==> src/design/tpf_pkg.sv <==
// constants, types and register map of the training pattern and fifo block
package tpf_pkg;
  // register byte offsets
  localparam logic [7:0] OFF_PAT_FIRST = 8'h00;
  localparam logic [7:0] OFF_PAT_SECOND = 8'h04;
  localparam logic [7:0] OFF_INV_LANE0 = 8'h08;
  localparam logic [7:0] OFF_INV_LANE1 = 8'h0C;
  localparam logic [7:0] OFF_INV_CFG = 8'h10;
  localparam logic [7:0] OFF_MASK_CFG = 8'h14;
  localparam logic [7:0] OFF_LATENCY = 8'h18;
  localparam logic [7:0] OFF_STATUS = 8'h1C;
  // reset values
  localparam logic [7:0] RST_PAT_FIRST = 8'h5A;
  localparam logic [7:0] RST_PAT_SECOND = 8'h3C;
  localparam logic [7:0] RST_INV_MASK = 8'h55;
  localparam logic [3:0] RST_READ_LAT = 4'h6;
  localparam logic [3:0] RST_WRITE_LAT = 4'h4;
  // field positions
  localparam int WDBI_BIT = 7;
  localparam int RDBI_BIT = 6;
  localparam int DM_DIS_BIT = 5;
  localparam int LAT_RD_LSB = 0;
  localparam int LAT_WR_LSB = 8;
  localparam int ST_WPTR_LSB = 0;
  localparam int ST_RPTR_LSB = 4;
  localparam int ST_BUSY_BIT = 8;
  localparam int ST_RSVD_BIT = 9;
  localparam int MPC_EN_BIT = 5;
  // training function codes on operand bits 4..0
  localparam logic [4:0] MPC_RD_FIFO = 5'h01;
  localparam logic [4:0] MPC_RD_CAL = 5'h03;
  localparam logic [4:0] MPC_WR_FIFO = 5'h07;
  // sizes
  localparam int FIFO_DEPTH = 5;
  localparam int BURST_LEN = 16;
  localparam int DQ_PINS = 16;
  localparam int DMI_PINS = 2;
  localparam int LANE_PINS = DQ_PINS + DMI_PINS;
  localparam logic [2:0] PTR_LAST = 3'h4;
  localparam logic [3:0] BEAT_LAST = 4'hF;

  typedef enum logic [2:0] {
    CMD_NOP = 3'b000,
    CMD_MPC = 3'b001,
    CMD_CAS2 = 3'b010,
    CMD_READ = 3'b011,
    CMD_WRITE = 3'b100
  } tpf_cmd_type;

  typedef enum logic [1:0] {
    OP_NONE = 2'b00,
    OP_WR_FIFO = 2'b01,
    OP_RD_FIFO = 2'b10,
    OP_RD_CAL = 2'b11
  } tpf_op_type;

  typedef enum logic [2:0] {
    ST_IDLE = 3'b000,
    ST_ARMED = 3'b001,
    ST_CAS = 3'b010,
    ST_LATENCY = 3'b011,
    ST_BURST = 3'b100
  } tpf_state_type;
endpackage

==> src/design/tpf_train.sv <==
// training pattern generator and write-training fifo with ahb-lite mode registers
`timescale 1ns/10ps
module tpf_train
  import tpf_pkg::*;
(
  // clock and reset
  input wire logic mclk,
  input wire logic reset,
  // ahb-lite slave
  input wire logic hsel,
  input wire logic [31:0] haddr,
  input wire logic [1:0] htrans,
  input wire logic hwrite,
  input wire logic [2:0] hsize,
  input wire logic [31:0] hwdata,
  input wire logic hready,
  output logic hreadyout,
  output logic hresp,
  output logic [31:0] hrdata,
  // command side from the memory controller
  input wire logic lclk,
  input wire logic dram_reset_n,
  input wire logic cke,
  input wire logic cs,
  input wire logic [2:0] cmd,
  input wire logic [5:0] ca,
  // data lanes
  input wire logic [15:0] dq_in,
  input wire logic [1:0] dmi_in,
  input wire logic dqs_in,
  output logic [15:0] dq_out,
  output logic dq_oe_n,
  output logic [1:0] dmi_out,
  output logic dmi_oe_n,
  output logic dqs_out,
  output logic dqs_oe_n
);
  localparam int SYNC_W = 32;

  // link synchronisers
  logic [SYNC_W-1:0] sync1;
  logic [SYNC_W-1:0] sync2;
  logic lclk_prev;
  logic dqs_prev;
  logic cke_prev;

  always_ff @(posedge mclk or posedge reset)
  begin
    if (reset)
    begin
      sync1 <= '0;
      sync2 <= '0;
    end
    else
    begin
      sync1 <= {lclk, dram_reset_n, cke, cs, cmd, ca, dq_in, dmi_in, dqs_in};
      sync2 <= sync1;
    end
  end

  logic l_clk;
  logic l_rst_n;
  logic l_cke;
  logic l_cs;
  logic [2:0] l_cmd;
  logic [5:0] l_ca;
  logic [15:0] l_dq;
  logic [1:0] l_dmi;
  logic l_dqs;

  assign {l_clk, l_rst_n, l_cke, l_cs, l_cmd, l_ca, l_dq, l_dmi, l_dqs} = sync2;

  always_ff @(posedge mclk or posedge reset)
  begin
    if (reset)
    begin
      lclk_prev <= 1'b0;
      dqs_prev <= 1'b0;
      cke_prev <= 1'b0;
    end
    else
    begin
      lclk_prev <= l_clk;
      dqs_prev <= l_dqs;
      cke_prev <= l_cke;
    end
  end

  logic lclk_rise;
  logic dqs_edge;
  logic ptr_clear;
  logic cmd_take;

  assign lclk_rise = l_clk & ~lclk_prev;
  assign dqs_edge = l_dqs ^ dqs_prev;
  // power-down and self-refresh power-down both enter through cke falling
  assign ptr_clear = ~l_rst_n | (cke_prev & ~l_cke);
  assign cmd_take = lclk_rise & l_cs & l_cke & l_rst_n;

  // mode registers
  logic [7:0] pat_first;
  logic [7:0] pat_second;
  logic [7:0] inv_lane0;
  logic [7:0] inv_lane1;
  logic [7:0] inversion_config_reg;
  logic [7:0] mask_config_reg;
  logic [3:0] read_lat;
  logic [3:0] write_lat;
  logic rsvd_seen;

  // ahb-lite slave: writes complete with no wait, reads with one
  logic ap_write;
  logic ap_read;
  logic [7:0] ap_addr;
  logic rd_ready;
  logic ap_valid;
  logic wr_do;

  assign ap_valid = hsel & htrans[1] & hready;
  assign wr_do = ap_write & hready;
  assign hreadyout = ~(ap_read & ~rd_ready);
  assign hresp = 1'b0;

  always_ff @(posedge mclk or posedge reset)
  begin
    if (reset)
    begin
      ap_write <= 1'b0;
      ap_read <= 1'b0;
      ap_addr <= '0;
    end
    else if (hready)
    begin
      ap_write <= ap_valid & hwrite;
      ap_read <= ap_valid & ~hwrite;
      ap_addr <= haddr[7:0];
    end
  end

  always_ff @(posedge mclk or posedge reset)
  begin
    if (reset)
    begin
      pat_first <= RST_PAT_FIRST;
      pat_second <= RST_PAT_SECOND;
      inv_lane0 <= RST_INV_MASK;
      inv_lane1 <= RST_INV_MASK;
      inversion_config_reg <= '0;
      mask_config_reg <= '0;
      read_lat <= RST_READ_LAT;
      write_lat <= RST_WRITE_LAT;
    end
    else if (wr_do)
    begin
      unique case (ap_addr)
        OFF_PAT_FIRST: pat_first <= hwdata[7:0];
        OFF_PAT_SECOND: pat_second <= hwdata[7:0];
        OFF_INV_LANE0: inv_lane0 <= hwdata[7:0];
        OFF_INV_LANE1: inv_lane1 <= hwdata[7:0];
        OFF_INV_CFG: inversion_config_reg <= hwdata[7:0];
        OFF_MASK_CFG: mask_config_reg <= hwdata[7:0];
        OFF_LATENCY:
        begin
          read_lat <= hwdata[LAT_RD_LSB +: 4];
          write_lat <= hwdata[LAT_WR_LSB +: 4];
        end
        default:
        begin
        end
      endcase
    end
  end

  // pointers, state machine and burst counters
  tpf_state_type state;
  tpf_op_type op;
  logic [2:0] wptr;
  logic [2:0] rptr;
  logic [3:0] lat_cnt;
  logic [3:0] beat;
  logic mpc_rsvd;
  logic wr_last;
  logic rd_last;
  logic rd_active;

  assign mpc_rsvd = cmd_take && l_cmd == CMD_MPC && l_ca[MPC_EN_BIT] &&
    l_ca[4:0] != MPC_RD_FIFO && l_ca[4:0] != MPC_RD_CAL && l_ca[4:0] != MPC_WR_FIFO;
  assign wr_last = state == ST_BURST && op == OP_WR_FIFO && dqs_edge && beat == BEAT_LAST;
  assign rd_last = state == ST_BURST && op != OP_WR_FIFO && lclk_rise && beat == BEAT_LAST;
  assign rd_active = state == ST_BURST && op != OP_WR_FIFO;

  function automatic logic [2:0] ptr_step(input logic [2:0] p);
    ptr_step = (p == PTR_LAST) ? 3'h0 : p + 3'h1;
  endfunction

  always_ff @(posedge mclk or posedge reset)
  begin
    if (reset)
      rsvd_seen <= 1'b0;
    else if (mpc_rsvd)
      rsvd_seen <= 1'b1;
    else if (wr_do && ap_addr == OFF_STATUS && hwdata[ST_RSVD_BIT])
      rsvd_seen <= 1'b0;
  end

  always_ff @(posedge mclk or posedge reset)
  begin
    if (reset)
    begin
      state <= ST_IDLE;
      op <= OP_NONE;
      lat_cnt <= '0;
      beat <= '0;
    end
    else if (ptr_clear)
    begin
      state <= ST_IDLE;
      op <= OP_NONE;
    end
    else
    begin
      unique case (state)
        ST_IDLE:
          // operand bit 5 low leaves the machine idle: no-operation
          if (cmd_take && l_cmd == CMD_MPC && l_ca[MPC_EN_BIT])
          begin
            unique case (l_ca[4:0])
              MPC_WR_FIFO:
              begin
                op <= OP_WR_FIFO;
                state <= ST_ARMED;
              end
              MPC_RD_FIFO:
              begin
                op <= OP_RD_FIFO;
                state <= ST_ARMED;
              end
              MPC_RD_CAL:
              begin
                op <= OP_RD_CAL;
                state <= ST_ARMED;
              end
              default: op <= OP_NONE;
            endcase
          end
        ST_ARMED:
          // the cas must come on the very next link edge, else the command is dropped
          if (lclk_rise)
            state <= (cmd_take && l_cmd == CMD_CAS2) ? ST_CAS : ST_IDLE;
        ST_CAS:
          if (lclk_rise)
          begin
            lat_cnt <= (op == OP_WR_FIFO) ? write_lat : read_lat;
            beat <= '0;
            if (((op == OP_WR_FIFO) ? write_lat : read_lat) == 4'h0)
              state <= ST_BURST;
            else
              state <= ST_LATENCY;
          end
        ST_LATENCY:
          if (lclk_rise)
          begin
            if (lat_cnt == 4'h1)
              state <= ST_BURST;
            lat_cnt <= lat_cnt - 4'h1;
          end
        ST_BURST:
          if (wr_last || rd_last)
          begin
            state <= ST_IDLE;
            op <= OP_NONE;
          end
          else if ((op == OP_WR_FIFO) ? dqs_edge : lclk_rise)
            beat <= beat + 4'h1;
        default:
        begin
          state <= ST_IDLE;
          op <= OP_NONE;
        end
      endcase
    end
  end

  always_ff @(posedge mclk or posedge reset)
  begin
    if (reset)
    begin
      wptr <= '0;
      rptr <= '0;
    end
    else if (ptr_clear)
    begin
      wptr <= '0;
      rptr <= '0;
    end
    else if (cmd_take && l_cmd == CMD_READ)
    begin
      wptr <= ptr_step(wptr);
      rptr <= ptr_step(rptr);
    end
    else
    begin
      if (wr_last)
        wptr <= ptr_step(wptr);
      if (rd_last && op == OP_RD_FIFO)
        rptr <= ptr_step(rptr);
    end
  end

  // fifo storage: reset to zero so unwritten entries read at defined levels
  logic [LANE_PINS-1:0] fifo_mem [FIFO_DEPTH][BURST_LEN];

  genvar e;
  generate
    for (e = 0; e < FIFO_DEPTH; e++)
    begin : g_entry
      always_ff @(posedge mclk or posedge reset)
      begin
        if (reset)
        begin
          for (int b = 0; b < BURST_LEN; b++)
            fifo_mem[e][b] <= '0;
        end
        else if (state == ST_BURST && op == OP_WR_FIFO && dqs_edge && wptr == e)
          fifo_mem[e][beat] <= {l_dmi, l_dq};
      end
    end
  endgenerate

  // read burst data
  logic [15:0] cal_word;
  logic cal_bit;
  logic dmi_drive;

  assign cal_word = {pat_second, pat_first};
  assign cal_bit = cal_word[beat];
  assign dmi_drive = ~(mask_config_reg[DM_DIS_BIT] & ~inversion_config_reg[WDBI_BIT] &
    ~inversion_config_reg[RDBI_BIT]);

  always_ff @(posedge mclk or posedge reset)
  begin
    if (reset)
    begin
      dq_out <= '0;
      dmi_out <= '0;
      dq_oe_n <= 1'b1;
      dmi_oe_n <= 1'b1;
      dqs_out <= 1'b0;
      dqs_oe_n <= 1'b1;
    end
    else if (rd_active)
    begin
      if (op == OP_RD_CAL)
      begin
        // no bus inversion here whatever the read inversion enable says
        dq_out <= {16{cal_bit}} ^ {inv_lane1, inv_lane0};
        dmi_out <= {DMI_PINS{cal_bit}};
      end
      else
      begin
        dq_out <= fifo_mem[rptr][beat][DQ_PINS-1:0];
        dmi_out <= fifo_mem[rptr][beat][LANE_PINS-1:DQ_PINS];
      end
      dq_oe_n <= 1'b0;
      dmi_oe_n <= ~dmi_drive;
      dqs_out <= ~beat[0];
      dqs_oe_n <= 1'b0;
    end
    else
    begin
      dq_out <= '0;
      dmi_out <= '0;
      dq_oe_n <= 1'b1;
      dmi_oe_n <= 1'b1;
      dqs_out <= 1'b0;
      dqs_oe_n <= 1'b1;
    end
  end

  // register read path
  logic [31:0] rd_value;

  always_comb
  begin
    rd_value = '0;
    unique case (ap_addr)
      OFF_PAT_FIRST: rd_value[7:0] = pat_first;
      OFF_PAT_SECOND: rd_value[7:0] = pat_second;
      OFF_INV_LANE0: rd_value[7:0] = inv_lane0;
      OFF_INV_LANE1: rd_value[7:0] = inv_lane1;
      OFF_INV_CFG: rd_value[7:0] = inversion_config_reg;
      OFF_MASK_CFG: rd_value[7:0] = mask_config_reg;
      OFF_LATENCY:
      begin
        rd_value[LAT_RD_LSB +: 4] = read_lat;
        rd_value[LAT_WR_LSB +: 4] = write_lat;
      end
      OFF_STATUS:
      begin
        rd_value[ST_WPTR_LSB +: 3] = wptr;
        rd_value[ST_RPTR_LSB +: 3] = rptr;
        rd_value[ST_BUSY_BIT] = state != ST_IDLE;
        rd_value[ST_RSVD_BIT] = rsvd_seen;
      end
      default: rd_value = '0;
    endcase
  end

  always_ff @(posedge mclk or posedge reset)
  begin
    if (reset)
    begin
      rd_ready <= 1'b0;
      hrdata <= '0;
    end
    else
    begin
      rd_ready <= ap_read & ~rd_ready;
      if (ap_read && !rd_ready)
        hrdata <= rd_value;
    end
  end
endmodule

==> config.mk <==
export PLATFORM = sky130hd
export DESIGN_NAME = tpf_train
export DESIGN_NICKNAME = d
export VERILOG_FILES = /design/src/design/tpf_pkg.sv /design/src/design/tpf_train.sv
export SDC_FILE = /design/constraint.sdc
export NUM_CORES = 2
export LEC_CHECK = 0
export BUFFER_PORTS_ARGS = -buffer_cell sky130_fd_sc_hd__buf_2
export CAP_MARGIN = 10
export CELL_PAD_IN_SITES_DETAIL_PLACEMENT = 1
export CELL_PAD_IN_SITES_GLOBAL_PLACEMENT = 1
export CORE_MARGIN = 4
export CORE_UTILIZATION = 40
export DETAILED_ROUTE_END_ITERATION = 8
export HOLD_SLACK_MARGIN = 0.03
export PLACE_DENSITY = 0.63
export RECOVER_POWER = 100
export SLEW_MARGIN = 20
export SYNTH_ARGS = -nofsm -noshare
export SYNTH_HDL_FRONTEND = slang
export SYNTH_SLANG_ARGS = --single-unit
==> constraint.sdc <==
create_clock -name mclk -period 75.6 [get_ports mclk]
set_clock_uncertainty 0.15 [all_clocks]
set_input_delay 15.12 -clock mclk [delete_from_list [all_inputs] [get_ports mclk]]
set_output_delay 15.12 -clock mclk [all_outputs]
set_load 0.05 [all_outputs]
* Word-level counts from Yosys, hierarchy flattened
Index checks and enable logic that the tools add are counted.
** Storage, ports and cells
- Bits of input ports :: 106
- Word-level logic and storage cells :: 300
- Register bits :: 1627
** Operators by class
- Order comparisons :: 4
- Mux-type cells :: 63
- Equal/unequal tests :: 43
- $add $sub $neg :: 4
- Reductions and logical operators :: 48
- Bitwise logic cells :: 28
** Operators by type and width (count)
- bitwise mux 288 bit :: 5
- binary-select mux 288 bit (select 3 bit) :: 1
- two-way mux 288 bit :: 2
- binary-select mux 18 bit (select 4 bit) :: 1
- demux 18 bit (select 4 bit) :: 1
- two-way mux 18 bit :: 3
- two-way mux 3 bit :: 17
- == test 8 x 5 -> 1 bit (second input constant) :: 4
- two-way mux 16 bit :: 2
- two-way mux 4 bit :: 6
- case mux 3 bit (8 select lines) :: 1
- logical AND 1 bit :: 23
- inequality test 3 bit (second input constant) :: 7
- case mux 3 bit (7 select lines) :: 1
- == test 3 x 2 -> 1 bit (second input constant) :: 6
- == test 8 x 4 -> 1 bit (second input constant) :: 2
- case mux 4 bit (2 select lines) :: 2
- XOR 16 bit :: 1
- case mux 3 bit (5 select lines) :: 1
- two-way mux 2 bit :: 7
- AND reduction 2 bit :: 7
- AND 1 bit :: 13
- case mux 2 bit (3 select lines) :: 2
- inverter 1 bit :: 10
- other kinds (43) :: 65

* Depth between registers and ports, before layout
- Word-level depth :: 11
- Gate-level depth with buffers :: 11
- Mapped depth without buffers :: 6

* Worst setup path after synthesis
Ideal clock, no wire load.
- Path kind :: input to register
- Start point :: input port hready
- End point :: register inv_lane0[3]
- Cell stages on the path :: 4
- Data arrival time :: 16420 ps
- Slack :: 58905 ps
- Setup time :: 125 ps
- Path through :: clkbuf_1 nand2_1 nor4_2 mux2_2
** Between the ends
- Longest elaborated chain between the ends :: 2
** RTL lines
- start: declaration :: line tpf_train.sv:16 : input wire logic hready,
- AND 1 bit :: line tpf_train.sv:120 : assign wr_do = ap_write & hready;
- AND reduction 2 bit (no source line)
- end signal: assignment :: line tpf_train.sv:158 : OFF_INV_LANE0: inv_lane0 <= hwdata[7:0];
- end: declaration :: line tpf_train.sv:103 : logic [7:0] inv_lane0;
Every way passes these cells.
A chain may end at the register's enable or synchronous reset.

==> impl_metrics.env <==
export IMPL_power_density_nw_per_um2=22.55
export IMPL_synth_top_family_by_area="multiplexers"
export IMPL_syn_area_per_cell_um2=13.84
export IMPL_stdcell_area_um2=82420
export IMPL_slew_limit_headroom_pct=-523.0
export IMPL_leakage_nw=38.36
export IMPL_cts_tree="yes"
export IMPL_clock_path_buffers=3
export IMPL_syn_area_um2=74920
export IMPL_numClockSinks=1627
export IMPL_yosys_area_share_adder_pct=0.2171
export IMPL_ant_nets=0
export IMPL_ff2ff_setup_slack_ns=62.97
export IMPL_critical_path_max_fanout=175
export IMPL_yosysMostFrequentCell="dfrtp_1"
export IMPL_hold_start="sync1[11]$_DFF_PP0_"
export IMPL_post_route_period_util_pct=46.83
export IMPL_dieWidth_um=440.8
export IMPL_yosysWarnings=0
export IMPL_die_area_um2=194300
export IMPL_drt_iter0_markers=2524
export IMPL_drv_slew=3023
export IMPL_regToRegStartpoint="beat[0]$_DFFE_PP0P_"
export IMPL_worst_ep_required_time_ns=72.62
export IMPL_violations="capacitance limit, slew limit"
export IMPL_finalWorstPathRequiredPeriod_ns=35.41
export IMPL_tns_ns=0
export IMPL_initial_core_util_pct=40.32
export IMPL_grt_pass1_vias=49770
export IMPL_async_reset_ff_share_pct=100.0
export IMPL_crit_type="primary input to async pin"
export IMPL_boundaryPins=162
export IMPL_grt_max_degree=176
export IMPL_routed_wl_mm=222.5
export IMPL_firstDrtPassIters=5
export IMPL_synth_common_cells="1606 x dfrtp_1, 1531 x mux2_2, 513 x mux2i_1"
export IMPL_rr_endpoint="dq_out[13]$_DFF_PP0_"
export IMPL_num_fill_cells=18650
export IMPL_ctsResizeCount=0
export IMPL_vias=45420
export IMPL_power_total_mw=1.859
export IMPL_rsz0062_at_grt="false"
export IMPL_holdWs_ns=0.1966
export IMPL_status="finished with violations"
export IMPL_viasPerCell=5.705
export IMPL_synth_top_area_share_pct=53.64
export IMPL_yosysUniqueCellTypes=82
export IMPL_post_cts_buffers=0
export IMPL_yosys_area_share_simple_pct=3.574
export IMPL_use_met2_pct=38.22
export IMPL_grt_pass1_wl_mm=333.7
export IMPL_top_register="fifo_mem"
export IMPL_synth_area_mux_share_pct=31.99
export IMPL_grtUsageTotal_pct=22.91
export IMPL_cts_inserted_buffers=179
export IMPL_antenna_found_initial=6
export IMPL_holdCritPathClass="flip-flop to flip-flop"
export IMPL_clock_root_buffer="clkbuf_16"
export IMPL_gr_total_overflow=0
export IMPL_drive_gt1_share_pct=37.62
export IMPL_grt_use_met1_pct=31.13
export IMPL_synth_seq_cells=1627
export IMPL_core_um2=185800
export IMPL_setup_violations=0
export IMPL_endpoint_kind="async pin"
export IMPL_hold_end="sync2[11]$_DFF_PP0_"
export IMPL_largest_reg_flops=1440
export IMPL_worst_slew_pin_slew_ns=9.346
export IMPL_layout_cells_non_filler=7961
export IMPL_wire_per_inst_um=27.95
export IMPL_met3_usage_pct=3.317
export IMPL_postPlaceCellArea_um2=77130
export IMPL_cts_hold_buf=0
export IMPL_min_path_cells=0
export IMPL_largestRegisters="fifo_mem (1440), sync1 (32), sync2 (32)"
export IMPL_placedCellCount=7627
export IMPL_syn_inst=5412
export IMPL_critPathArrivalTime_ns=32.42
export IMPL_nets=5449
export IMPL_synth_edf_count=0
export IMPL_h_tree_depth=4
export IMPL_hold_violations=0
export IMPL_ir_worst_vdd_mv=0.01905
export IMPL_maxCapViolCount=86
export IMPL_path_clk_slew_ns=0.06
export IMPL_grt_busiest_layer="met2"
export IMPL_fmax_ghz=0.02824
export IMPL_num_rows=158
export IMPL_synth_top_cell_by_area="dfrtp_1"
export IMPL_die_height_um=440.8
export IMPL_reg2regPathDepth=8
export IMPL_portBuffers=92
export IMPL_insertion_delay_ns=0.83
export IMPL_place_hpwl_mm=131.8
export IMPL_yosysSeqAreaShare_pct=54.38
export IMPL_drc=0
export IMPL_yosys_top_cells_area="dfrtp_1 54%, mux2_2 23%, mux2i_1 6.9%, mux4_2 1.9%, o22ai_1 1.6%"
export IMPL_place_gp_congestion=0.8107
export IMPL_synth_xor_area_share_pct=0.1987
export IMPL_start_kind="primary input"
export IMPL_synthFlopType="dfrtp_1"
export IMPL_area_growth_pct=10.01
export IMPL_synth_compound_area_share_pct=6.154
through the flow:
| step | setup WS (ns) | util [%] |
|---|---|---|
| floorplan | 14.45 | - |
| global placement | 54.17 | 41.50 |
| detailed placement | 54.07 | 41.50 |
| CTS | 54.97 | 44.71 |
| global route | 35.85 | 44.35 |
| finish | 40.19 | 44.35 |
final cells by class:
class	count	area [µm²]	area share (%)
Sequential cell	1627	40820	49.53
Multi-Input combinational cell	3273	31210	37.87
Clock buffer	280	5383	6.531
Tap cell	2480	3103	3.765
Timing Repair Buffer	192	1112	1.350
Clock inverter	49	565.5	0.6862
Inverter	57	215.2	0.2611
Antenna cell	3	7.507	0.009109
cells in the final DEF, fill, tap and decap left out, types with 23 or more instances in the layout:
cell type,instances
a211oi_1,57
a21oi_1,106
clkbuf_1,121
nor4_1,54
clkbuf_16,182
clkinv_2,23
mux2i_1,513
mux4_2,63
clkbuf_8,46
buf_4,62
dfrtp_1,1584
o21ai_0,92
buf_2,56
nand2_1,92
a2bb2oi_1,33
mux2_2,1526
a221oi_1,25
inv_1,55
o22ai_1,196
nand2b_1,29
nor2_1,114
nor2b_1,27
metal layers:
metal	routed length, µm	vias to the layer above
met4	6151	0
met5	0	-
met3	8363	297
met2	106900	748
met1	101000	24750
li1	-	19630
where the power goes:
part	total (mW)	switching (mW)	internal, mW
Clock	0.882	0.362	0.519
Sequential	0.890	0.0141	0.875
Combinational	0.0872	0.0629	0.0242
Total	1.86	0.439	1.42
cells by family (layout without fill, tap and decap cells):
kind of cell,count (synthesis),count (layout)
multiplexers,2122,2122
adder cells (fa/ha/maj),13,13
other,1,24
XOR/XNOR,17,17
buffers and inverters,532,578
AND/OR/NAND/NOR,420,420
flip-flops,1627,1627
AO/OA/AOI/OAI,680,680
how the worst max path moves through the flow:
stage,start,end,slack [ns],cells past startpoint
finish,reset,sync2[18]$_DFF_PP0_,40.19,6
global route,reset,sync2[18]$_DFF_PP0_,35.85,6
CTS,reset,fifo_mem[109]$_DFFE_PP0P_,54.97,8
detailed placement,reset,fifo_mem[1279]$_DFFE_PP0P_,54.07,8
global placement,reset,fifo_mem[1279]$_DFFE_PP0P_,54.17,8
floorplan,reset,ap_addr[0]$_DFFE_PP0P_,14.45,1
critical path: stages:
cell,delay (ns)
buf_2,0.10
clkinvlp_2,3.04
clkbuf_1,2.64
clkbuf_1,1.99
clkbuf_1,2.53
clkbuf_1,6.67
Note: power is estimated with default switching activity, not from simulation.
